--- config.mk ---
export PLATFORM = sky130hd
export DESIGN_NAME = sms_standby_sequencer
export DESIGN_NICKNAME = d
export VERILOG_FILES = /design/src/hdl/sms_pkg.sv /design/src/hdl/sms_pin_sync.sv /design/src/hdl/sms_warmup_counter.sv /design/src/hdl/sms_standby_sequencer.sv
export VERILOG_INCLUDE_DIRS = /design/src /design/src/hdl
export SDC_FILE = /design/constraint.sdc
export NUM_CORES = 1
export LEC_CHECK = 0
export BUFFER_PORTS_ARGS = -buffer_cell sky130_fd_sc_hd__buf_4
export CAP_MARGIN = 20
export CORE_MARGIN = 2
export CORE_UTILIZATION = 35
export DETAILED_ROUTE_END_ITERATION = 8
export PLACE_DENSITY = 0.64
export SLEW_MARGIN = 15
export SYNTH_ARGS = -nofsm -noshare
export SYNTH_HDL_FRONTEND = slang
export SYNTH_HIERARCHICAL = 1
export SYNTH_SLANG_ARGS = --single-unit
--- constraint.sdc ---
create_clock -name clk -period 2.8 [get_ports clk]
set_clock_uncertainty 0.1 [all_clocks]
set_input_delay 0.42 -clock clk [delete_from_list [all_inputs] [get_ports clk]]
set_output_delay 0.42 -clock clk [all_outputs]
set_load 0.01 [all_outputs]
--- src/hdl/sms_consts.svh ---
// Purpose: Offsets, field positions, reset values and counts of the standby sequencer.
// Assumes: Included by bare name from every design file that needs it.
// Notes:   Byte addresses on a 32-bit Avalon-MM slave, one register per word.
`ifndef SMS_CONSTS_SVH
`define SMS_CONSTS_SVH

`define SMS_ADDR_W          8
`define SMS_DATA_W          32
`define SMS_OFS_SYSCTL1     8'h00
`define SMS_OFS_SYSCTL2     8'h04
`define SMS_OFS_TBCTL       8'h08
`define SMS_OFS_KEYWU       8'h0c
`define SMS_OFS_IRQCTL      8'h10
`define SMS_OFS_IRQEN       8'h14
`define SMS_OFS_IRQLAT      8'h18
`define SMS_OFS_STATUS      8'h1c

`define SMS_B1_STOP         7
`define SMS_B1_RELSEL       6
`define SMS_B1_WU_HI        3
`define SMS_B1_WU_LO        2
`define SMS_B1_DIVSEL       0
`define SMS_B2_XEN          7
`define SMS_B2_XTEN         6
`define SMS_B2_SYSCK        5
`define SMS_B2_IDLE         4
`define SMS_B2_TIMING_GEN_HALT       2
`define SMS_BTB_EN          3
`define SMS_BKEY_HI         7
`define SMS_BKEY_LO         4
`define SMS_BIRQ_MASTER     0

`define SMS_RST_WU          2'h0
`define SMS_RST_XEN         1'b1
`define SMS_RST_XTEN        1'b0
`define SMS_RST_KEYWU       4'h0
`define SMS_IRQ_N           16
`define SMS_TB_IRQ_BIT      8

`define SMS_WU_CNT_W        19
`define SMS_WU_NORM_0       196608
`define SMS_WU_NORM_1       65536
`define SMS_WU_NORM_2       49152
`define SMS_WU_NORM_3       16384
`define SMS_WU_SLOW_0       24576
`define SMS_WU_SLOW_1       8192
`define SMS_WU_SLOW_2       192
`define SMS_WU_SLOW_3       64

`endif

--- src/hdl/sms_pkg.sv ---
// Purpose: Types shared by the standby sequencer files.
// Assumes: Nothing beyond the tool's SystemVerilog support.
// Notes:   Constants live in sms_consts.svh.
package sms_pkg;
	typedef enum logic [2:0] {
		SMS_RUN,
		SMS_STOP_WAIT,
		SMS_WARMUP,
		SMS_IDLE12,
		SMS_IDLE0
	} sms_state_t;
endpackage

--- src/hdl/sms_pin_sync.sv ---
// Purpose: Two-flop synchroniser for a pin with edge detection on the settled level.
// Assumes: The pin is asynchronous to clk.
// Notes:   The first flop feeds only the second one.
`timescale 1ns/1ps
`default_nettype none
module sms_pin_sync #(
	parameter logic RST_LEVEL = 1'b1
) (
	input  wire logic clk,
	input  wire logic srst,
	input  wire logic pin,
	output logic      level,
	output logic      rise,
	output logic      fall
);
	logic meta_ff;
	logic sync_ff;
	logic last_ff;

	always_ff @(posedge clk) begin
		if (srst) begin
			meta_ff <= RST_LEVEL;
			sync_ff <= RST_LEVEL;
			last_ff <= RST_LEVEL;
		end else begin
			meta_ff <= pin;
			sync_ff <= meta_ff;
			last_ff <= sync_ff;
		end
	end

	assign level = sync_ff;
	assign rise  = sync_ff & ~last_ff;
	assign fall  = ~sync_ff & last_ff;
endmodule
`default_nettype wire

--- src/hdl/sms_warmup_counter.sv ---
// Purpose: Counts the oscillator warm-up period after a stop exit.
// Assumes: clk stands for the base clock of the oscillator being restarted.
// Notes:   Counts follow the base clock, so the period drifts with the oscillator.
`timescale 1ns/1ps
`default_nettype none
`include "sms_consts.svh"
module sms_warmup_counter #(
	parameter int CW     = `SMS_WU_CNT_W,
	parameter int NORM_0 = `SMS_WU_NORM_0,
	parameter int NORM_1 = `SMS_WU_NORM_1,
	parameter int NORM_2 = `SMS_WU_NORM_2,
	parameter int NORM_3 = `SMS_WU_NORM_3,
	parameter int SLOW_0 = `SMS_WU_SLOW_0,
	parameter int SLOW_1 = `SMS_WU_SLOW_1,
	parameter int SLOW_2 = `SMS_WU_SLOW_2,
	parameter int SLOW_3 = `SMS_WU_SLOW_3
) (
	input  wire logic       clk,
	input  wire logic       srst,
	input  wire logic       start,
	input  wire logic [1:0] code,
	input  wire logic       div_sel,
	input  wire logic       slow_ret,
	output logic            busy,
	output logic            done
);
	logic [CW-1:0] cnt_ff;
	logic [CW-1:0] load_val;
	logic          busy_ff;
	logic          done_ff;

	always_comb begin
		load_val = '0;
		unique case ({slow_ret, code})
			3'b000: load_val = CW'(NORM_0);
			3'b001: load_val = CW'(NORM_1);
			3'b010: load_val = CW'(NORM_2);
			3'b011: load_val = CW'(NORM_3);
			3'b100: load_val = CW'(SLOW_0);
			3'b101: load_val = CW'(SLOW_1);
			3'b110: load_val = CW'(SLOW_2);
			3'b111: load_val = CW'(SLOW_3);
		endcase
		if (!slow_ret && div_sel) begin
			load_val = CW'({load_val, 1'b0});
		end
	end

	always_ff @(posedge clk) begin
		if (srst) begin
			cnt_ff  <= '0;
			busy_ff <= 1'b0;
			done_ff <= 1'b0;
		end else begin
			done_ff <= 1'b0;
			if (start) begin
				cnt_ff  <= load_val - CW'(1);
				busy_ff <= 1'b1;
			end else if (busy_ff) begin
				if (cnt_ff == '0) begin
					busy_ff <= 1'b0;
					done_ff <= 1'b1;
				end else begin
					cnt_ff <= cnt_ff - CW'(1);
				end
			end
		end
	end

	assign busy = busy_ff;
	assign done = done_ff;
endmodule
`default_nettype wire

--- src/hdl/sms_standby_sequencer.sv ---
// Purpose: Standby sequencer for stop, idle and sleep modes with an Avalon-MM slave.
// Assumes: All request inputs are on clk; stop, reset and time base pins are asynchronous.
// Notes:   Only the edge-triggered stop exit is built; the release select bit is stored.
// What this block does
// - A rising edge on the active-low stop pin ends stop mode.
// - Stop is entered on command even when the stop pin is high.
// - Stop exit restarts oscillators according to return mode and clock setup.
// - A selectable warm-up of four lengths follows, with everything halted.
// - After warm-up, execution resumes at the instruction after the stop command.
// - Leaving stop clears the timing generator prescaler and divider.
// - A low reset pin ends stop at once with a normal reset.
// - Warm-up figures at 16 MHz and 32.768 kHz; divider select doubles the 16 MHz ones only.
// - Warm-up is a count of base clock cycles and drifts with it.
// - Idle1/2 and sleep1/2 halt CPU and watchdog; peripherals keep running.
// - Memory, registers, status words and port latches stay unchanged in standby.
// - Leaving idle1/2 clears the idle bit and restores the earlier mode.
// - A low reset pin ends any idle or sleep and comes up normal.
// - With master enable off, a wake resumes without service; software clears latch.
// - With master enable on, the waking interrupt is serviced first.
// - A watchdog interrupt just before idle entry is serviced instead of entering.
// - Idle0 and sleep0 stop peripheral clocks except the time base timer.
// - Leaving idle0 clears the halt bit, restores mode, latches time base interrupt if the time base enable is set.
// - A time base source falling edge ends idle0 whatever the enable says.
// - Warm-up codes map to fixed high or low clock cycle counts.
// - With all three enables set, idle0 exit services the time base interrupt.
`timescale 1ns/1ps
`default_nettype none
`include "sms_consts.svh"
module sms_standby_sequencer #(
	parameter int IRQ_N       = `SMS_IRQ_N,
	parameter int WU_NORM_0   = `SMS_WU_NORM_0,
	parameter int WU_NORM_1   = `SMS_WU_NORM_1,
	parameter int WU_NORM_2   = `SMS_WU_NORM_2,
	parameter int WU_NORM_3   = `SMS_WU_NORM_3,
	parameter int WU_SLOW_0   = `SMS_WU_SLOW_0,
	parameter int WU_SLOW_1   = `SMS_WU_SLOW_1,
	parameter int WU_SLOW_2   = `SMS_WU_SLOW_2,
	parameter int WU_SLOW_3   = `SMS_WU_SLOW_3
) (
	input  wire logic                    clk,
	input  wire logic                    srst,
	input  wire logic [`SMS_ADDR_W-1:0]  avs_address,
	input  wire logic                    avs_read,
	input  wire logic                    avs_write,
	input  wire logic [`SMS_DATA_W-1:0]  avs_writedata,
	output logic      [`SMS_DATA_W-1:0]  avs_readdata,
	output logic                         avs_waitrequest,
	input  wire logic                    stop_n_pin,
	input  wire logic                    reset_n_pin,
	input  wire logic                    tb_src_clk_pin,
	input  wire logic [IRQ_N-1:0]        irq_req,
	input  wire logic                    wdt_irq,
	output logic                         cpu_run,
	output logic                         wdt_run,
	output logic                         periph_clk_en,
	output logic                         tbt_clk_en,
	output logic                         hf_osc_en,
	output logic                         lf_osc_en,
	output logic                         sys_clk_low,
	output logic                         tg_clear,
	output logic                         resume_pulse,
	output logic                         irq_service,
	output logic                         chip_reset
);
	sms_pkg::sms_state_t state_ff;
	sms_pkg::sms_state_t nxt_state;

	logic                   rst;
	logic                   pin_rst_n;
	logic                   stop_rise;
	logic                   stop_level;
	logic                   tb_fall;
	logic                   ack_ff;
	logic                   wr_acc;
	logic [`SMS_DATA_W-1:0] rdata_ff;
	logic [1:0]             wu_code_ff;
	logic                   div_sel_ff;
	logic                   rel_sel_ff;
	logic                   xen_ff;
	logic                   xten_ff;
	logic                   sysck_ff;
	logic                   saved_sysck_ff;
	logic                   dual_ff;
	logic                   tb_en_ff;
	logic [3:0]             key_wu_ff;
	logic                   master_en_ff;
	logic [IRQ_N-1:0]       irq_en_ff;
	logic [IRQ_N-1:0]       irq_lat_ff;
	logic                   tg_clear_ff;
	logic                   resume_ff;
	logic                   service_ff;
	logic                   wu_start;
	logic                   wu_done;
	logic                   set_tb;
	logic                   svc;
	logic                   resume;
	logic                   wr_stop;
	logic                   wr_idle;
	logic                   wr_halt;
	logic                   wr_ctl2;
	logic                   wake_any;

	function automatic logic hit(input logic [`SMS_ADDR_W-1:0] a,
		input logic [`SMS_ADDR_W-1:0] ofs);
		hit = (a == ofs);
	endfunction

	sms_pin_sync #(.RST_LEVEL(1'b1)) u_rst_sync (
		.clk   (clk),
		.srst  (srst),
		.pin   (reset_n_pin),
		.level (pin_rst_n),
		.rise  (),
		.fall  ()
	);

	sms_pin_sync #(.RST_LEVEL(1'b1)) u_stop_sync (
		.clk   (clk),
		.srst  (srst),
		.pin   (stop_n_pin),
		.level (stop_level),
		.rise  (stop_rise),
		.fall  ()
	);

	sms_pin_sync #(.RST_LEVEL(1'b0)) u_tb_sync (
		.clk   (clk),
		.srst  (srst),
		.pin   (tb_src_clk_pin),
		.level (),
		.rise  (),
		.fall  (tb_fall)
	);

	// A low reset pin resets the whole sequencer, so every standby ends in normal mode.
	assign rst = srst | ~pin_rst_n;

	sms_warmup_counter #(
		.NORM_0 (WU_NORM_0),
		.NORM_1 (WU_NORM_1),
		.NORM_2 (WU_NORM_2),
		.NORM_3 (WU_NORM_3),
		.SLOW_0 (WU_SLOW_0),
		.SLOW_1 (WU_SLOW_1),
		.SLOW_2 (WU_SLOW_2),
		.SLOW_3 (WU_SLOW_3)
	) u_warmup (
		.clk      (clk),
		.srst     (rst),
		.start    (wu_start),
		.code     (wu_code_ff),
		.div_sel  (div_sel_ff),
		.slow_ret (saved_sysck_ff),
		.busy     (),
		.done     (wu_done)
	);

	// Bus slave: one wait cycle per access, so read data are always from a flop.
	always_ff @(posedge clk) begin
		if (rst) begin
			ack_ff <= 1'b0;
		end else begin
			ack_ff <= (avs_read | avs_write) & ~ack_ff;
		end
	end

	assign avs_waitrequest = (avs_read | avs_write) & ~ack_ff;
	assign wr_acc          = avs_write & ack_ff;
	// Control writes only count while running; a halted CPU cannot issue them.
	assign wr_ctl2 = wr_acc && hit(avs_address, `SMS_OFS_SYSCTL2) && state_ff == sms_pkg::SMS_RUN;
	assign wr_stop = wr_acc && hit(avs_address, `SMS_OFS_SYSCTL1)
		&& avs_writedata[`SMS_B1_STOP] && state_ff == sms_pkg::SMS_RUN;
	assign wr_idle = wr_ctl2 && avs_writedata[`SMS_B2_IDLE];
	assign wr_halt = wr_ctl2 && avs_writedata[`SMS_B2_TIMING_GEN_HALT];
	assign wake_any = |(irq_lat_ff & irq_en_ff);

	always_ff @(posedge clk) begin
		if (rst) begin
			rdata_ff <= 32'h0000_0000;
		end else if (avs_read && !ack_ff) begin
			rdata_ff <= 32'h0000_0000;
			unique case (1'b1)
				hit(avs_address, `SMS_OFS_SYSCTL1): begin
					rdata_ff[`SMS_B1_RELSEL]                  <= rel_sel_ff;
					rdata_ff[`SMS_B1_WU_HI:`SMS_B1_WU_LO]     <= wu_code_ff;
					rdata_ff[`SMS_B1_DIVSEL]                  <= div_sel_ff;
				end
				hit(avs_address, `SMS_OFS_SYSCTL2): begin
					rdata_ff[`SMS_B2_XEN]    <= xen_ff;
					rdata_ff[`SMS_B2_XTEN]   <= xten_ff;
					rdata_ff[`SMS_B2_SYSCK]  <= sysck_ff;
					rdata_ff[`SMS_B2_IDLE]   <= (state_ff == sms_pkg::SMS_IDLE12);
					rdata_ff[`SMS_B2_TIMING_GEN_HALT] <= (state_ff == sms_pkg::SMS_IDLE0);
				end
				hit(avs_address, `SMS_OFS_TBCTL):  rdata_ff[`SMS_BTB_EN] <= tb_en_ff;
				hit(avs_address, `SMS_OFS_KEYWU):
					rdata_ff[`SMS_BKEY_HI:`SMS_BKEY_LO] <= key_wu_ff;
				hit(avs_address, `SMS_OFS_IRQCTL): rdata_ff[`SMS_BIRQ_MASTER] <= master_en_ff;
				hit(avs_address, `SMS_OFS_IRQEN):  rdata_ff[IRQ_N-1:0] <= irq_en_ff;
				hit(avs_address, `SMS_OFS_IRQLAT): rdata_ff[IRQ_N-1:0] <= irq_lat_ff;
				hit(avs_address, `SMS_OFS_STATUS): begin
					rdata_ff[2:0] <= state_ff;
					rdata_ff[3]   <= saved_sysck_ff;
					rdata_ff[4]   <= dual_ff;
					rdata_ff[5]   <= stop_level;
				end
				default: rdata_ff <= 32'h0000_0000;
			endcase
		end
	end

	assign avs_readdata = rdata_ff;

	// Sequencer state.
	always_comb begin
		nxt_state = state_ff;
		wu_start  = 1'b0;
		set_tb    = 1'b0;
		svc       = 1'b0;
		resume    = 1'b0;
		unique case (state_ff)
			sms_pkg::SMS_RUN: begin
				if (wr_stop) begin
					nxt_state = sms_pkg::SMS_STOP_WAIT;
				end else if (wr_idle && wdt_irq) begin
					svc = 1'b1;
				end else if (wr_idle) begin
					nxt_state = sms_pkg::SMS_IDLE12;
				end else if (wr_halt) begin
					nxt_state = sms_pkg::SMS_IDLE0;
				end
			end
			sms_pkg::SMS_STOP_WAIT: begin
				if (stop_rise) begin
					nxt_state = sms_pkg::SMS_WARMUP;
					wu_start  = 1'b1;
				end
			end
			sms_pkg::SMS_WARMUP: begin
				if (wu_done) begin
					nxt_state = sms_pkg::SMS_RUN;
					resume    = 1'b1;
				end
			end
			sms_pkg::SMS_IDLE12: begin
				if (wake_any) begin
					nxt_state = sms_pkg::SMS_RUN;
					resume    = 1'b1;
					svc       = master_en_ff;
				end
			end
			sms_pkg::SMS_IDLE0: begin
				if (tb_fall) begin
					nxt_state = sms_pkg::SMS_RUN;
					resume    = 1'b1;
					set_tb    = tb_en_ff;
					svc       = master_en_ff & irq_en_ff[`SMS_TB_IRQ_BIT] & tb_en_ff;
				end
			end
			default: nxt_state = sms_pkg::SMS_RUN;
		endcase
	end

	always_ff @(posedge clk) begin
		if (rst) begin
			state_ff <= sms_pkg::SMS_RUN;
		end else begin
			state_ff <= nxt_state;
		end
	end

	always_ff @(posedge clk) begin
		if (rst) begin
			tg_clear_ff <= 1'b0;
			resume_ff   <= 1'b0;
			service_ff  <= 1'b0;
		end else begin
			tg_clear_ff <= wu_start;
			resume_ff   <= resume;
			service_ff  <= svc;
		end
	end

	// Software configuration; held untouched through any standby.
	always_ff @(posedge clk) begin
		if (rst) begin
			wu_code_ff   <= `SMS_RST_WU;
			div_sel_ff   <= 1'b0;
			rel_sel_ff   <= 1'b0;
			tb_en_ff     <= 1'b0;
			key_wu_ff    <= `SMS_RST_KEYWU;
			master_en_ff <= 1'b0;
			irq_en_ff    <= '0;
		end else if (wr_acc && state_ff == sms_pkg::SMS_RUN) begin
			if (hit(avs_address, `SMS_OFS_SYSCTL1)) begin
				wu_code_ff <= avs_writedata[`SMS_B1_WU_HI:`SMS_B1_WU_LO];
				div_sel_ff <= avs_writedata[`SMS_B1_DIVSEL];
				rel_sel_ff <= avs_writedata[`SMS_B1_RELSEL];
			end
			if (hit(avs_address, `SMS_OFS_TBCTL)) begin
				tb_en_ff <= avs_writedata[`SMS_BTB_EN];
			end
			if (hit(avs_address, `SMS_OFS_KEYWU)) begin
				key_wu_ff <= avs_writedata[`SMS_BKEY_HI:`SMS_BKEY_LO];
			end
			if (hit(avs_address, `SMS_OFS_IRQCTL)) begin
				master_en_ff <= avs_writedata[`SMS_BIRQ_MASTER];
			end
			if (hit(avs_address, `SMS_OFS_IRQEN)) begin
				irq_en_ff <= avs_writedata[IRQ_N-1:0];
			end
		end
	end

	// Latches: a set in the same cycle as a write-one clear wins.
	always_ff @(posedge clk) begin
		if (rst) begin
			irq_lat_ff <= '0;
		end else begin
			for (int i = 0; i < IRQ_N; i++) begin
				if (irq_req[i] || (set_tb && i == `SMS_TB_IRQ_BIT)) begin
					irq_lat_ff[i] <= 1'b1;
				end else if (wr_acc && hit(avs_address, `SMS_OFS_IRQLAT)
					&& avs_writedata[i]) begin
					irq_lat_ff[i] <= 1'b0;
				end
			end
		end
	end

	// Clock setup: captured at entry, restored at a normal wake.
	always_ff @(posedge clk) begin
		if (rst) begin
			xen_ff         <= `SMS_RST_XEN;
			xten_ff        <= `SMS_RST_XTEN;
			sysck_ff       <= 1'b0;
			saved_sysck_ff <= 1'b0;
			dual_ff        <= 1'b0;
		end else if (state_ff == sms_pkg::SMS_RUN && nxt_state != sms_pkg::SMS_RUN) begin
			saved_sysck_ff <= sysck_ff;
			dual_ff        <= xten_ff;
			if (nxt_state == sms_pkg::SMS_STOP_WAIT) begin
				xen_ff  <= 1'b0;
				xten_ff <= 1'b0;
			end
		end else if (wu_start) begin
			xen_ff  <= ~saved_sysck_ff;
			xten_ff <= saved_sysck_ff | dual_ff;
		end else if (resume) begin
			sysck_ff <= saved_sysck_ff;
		end else if (wr_ctl2) begin
			xen_ff   <= avs_writedata[`SMS_B2_XEN];
			xten_ff  <= avs_writedata[`SMS_B2_XTEN];
			sysck_ff <= avs_writedata[`SMS_B2_SYSCK];
		end
	end

	assign cpu_run       = (state_ff == sms_pkg::SMS_RUN);
	assign wdt_run       = (state_ff == sms_pkg::SMS_RUN);
	assign periph_clk_en = (state_ff == sms_pkg::SMS_RUN) || (state_ff == sms_pkg::SMS_IDLE12);
	assign tbt_clk_en    = periph_clk_en || (state_ff == sms_pkg::SMS_IDLE0);
	assign hf_osc_en     = xen_ff;
	assign lf_osc_en     = xten_ff;
	assign sys_clk_low   = sysck_ff;
	assign tg_clear      = tg_clear_ff;
	assign resume_pulse  = resume_ff;
	assign irq_service   = service_ff;
	assign chip_reset    = rst;
endmodule
`default_nettype wire

==> reports/results.txt <==
run status -> finished, final reports clean
via count -> 4776
critical path required time -> 2.94 ns
total wire length -> 14100 um
Slew headroom -> 52.6%
RSZ-0062 raised after global routing -> false
Initial DRT Pass Iterations -> 8
Via density -> 5.58
die height -> 124 um
fin crit share -> 93.4%
Avg Cell Area, Syn -> 8.40 um^2
CTS max path bufs -> 2
nets -> 736
vias in the first global route -> 4298
maximum VDD drop -> 0.000292 V
Fin. Hold Viols -> 0
Port-buffer cells -> 75
Hold Path Class -> input port to flop
drt drc -> 0
Ys Warns -> 6
DR iter-0 viols -> 492
Pwr per Cell Area -> 495 nW/um^2
Final WS setup -> 0.185 ns
Leakage -> 0.00233 uW
Storage cell area -> 1980 um^2
setup violators final -> 0
CP Class -> flop to flop
CTS buffer count -> 9
H-tree lvl count -> 3
Critical Path AT -> 2.76 ns
Total Neg Setup Slack -> 0 ns
largest net degree at the start of global routing -> 77
clock root buffer -> clkbuf_16
min cycle time layout -> 2.61 ns
RePlAce Congestion -> 0.906
number of cell rows -> 43
area delta synth->final -> 21.6%
flop2flop setup slack -> 0.19 ns
global-route wire length before repair -> 21900 um
Fillers -> 1381
Buf/Inv on CP -> 0
Core ar. -> 13900 um^2
share of cells above drive strength 1 -> 20.9%
worst stage delay on the critical path -> 0.58 ns
Total Die Area -> 15300 um^2
antenna diode count -> 0
top achievable clock speed -> 382 MHz
worst skew pair latency -> 0.36 ns
Starting Density -> 35.9%
IO Count -> 108
all-layer global routing usage -> 18.6%
clock-pin slew on the worst setup and hold paths -> 0.07 ns
routed len/inst -> 16.4 um
Sink Count -> 99
synthesized area -> 5010 um^2
CP Launch Type -> flop
dpl ws -> 0.0793 ns
initial antenna violation count -> 0
Max Fanout on Critical Path -> 16
CTS Hold Bufs -> 0
Syn Inst Count -> 596
maxcap violations -> 0
Final HPWL DP -> 10200 um
CP Capture Type -> flop
ANT nets after route -> 0
slowest cell on the critical path -> or4_1
CTS tree -> built
CP Cell Sequence -> or4_1 -> or4_4 -> o21a_2 -> and4_1 -> o311a_1
Final Max Tran Viols -> 0
chip width -> 124 um
footprint of the multi-input gates -> 2760 um^2
Worst path top cell family by delay -> simple AND/OR/NAND/NOR gates
grt ovf -> 0
Worst-Margin Slew -> 0.709 ns
==> registers in the layout, indices dropped and copies added, names as in the netlist, 2 cells and up <==
signal,cells
avs_readdata,16
irq_en_ff,16
irq_lat_ff,16
key_wu_ff,4
state_ff,3
u_warmup/cnt_ff,19
wu_code_ff,2
==> timing repair <==
item / 4_1_cts / 5_1_grt
buffers inserted: 0 / 0
endpoints found under the setup margin: 0 / 6
resized for setup: 0 / 3
==> final timing paths <==
check	from	endpoint	cells after the start
max	u_warmup/cnt_ff[11]	u_warmup/cnt_ff[13]	5
min	reset_n_pin	u_rst_sync/meta_ff	2
max reg2reg	u_warmup/cnt_ff[11]	u_warmup/cnt_ff[13]	5
min reg2reg	u_rst_sync/meta_ff	u_rst_sync/level	1
==> final cells by class <==
| cell class | instances | share of cell area, % |
|---|---|---|
| clock inverters | 6 | 1.13 |
| multi-input cells | 447 | 45.3 |
| clock buffers | 10 | 3.92 |
| inverters | 14 | 0.884 |
| flip-flops and latches | 99 | 32.5 |
| well taps | 180 | 3.70 |
| repair buffers | 100 | 12.5 |
==> metrics by stage <==
step	hold slack [ns]	util (%)	cell area, um^2	total power, uW	instances
6_report	0.148	43.7	6090	3010	856
5_1_grt	0.152	43.7	6090	3120	856
4_1_cts	0.146	43.6	6080	3030	856
3_5_place_dp	0.295	41.4	5770	1750	840
3_3_place_gp	0.301	41.4	5770	1750	840
2_1_floorplan	0.283	-	5070	1630	611
==> layer usage <==
metal	up-vias	wire [um]	global-route usage, %
met4	0	201	6.75
li1	2299	-	-
met3	14	836	2.98
met2	155	6600	30.3
met1	2308	6430	24.8
met5	-	0	0
==> worst register-to-register path: stages (launching register included) <==
cell and delay [ns]:
dfxtp_1 0.35, or4_1 0.58, or4_4 0.55, o21a_2 0.36, and4_1 0.24, o311a_1 0.32
==> power breakdown <==
group | switching [uW] | total [uW] | internal, uW | leakage [uW]
Clock | 570 | 1300 | 725 | 0.000150
Sequential | 28.5 | 1470 | 1450 | 0.000806
Combinational | 136 | 244 | 108 | 0.00138
==> cells in the final DEF (no fill, tap or decap), types with 11 or more instances in the layout <==
cell,count
nor2b_1,12
buf_4,99
nand2_1,54
nand3_1,11
nor3_1,14
o21ai_0,13
mux2i_1,34
a22oi_1,13
conb_1,16
a21oi_1,30
nor2_1,86
dfxtp_1,99
a211oi_1,14
Note: power is estimated with default switching activity, not from simulation.
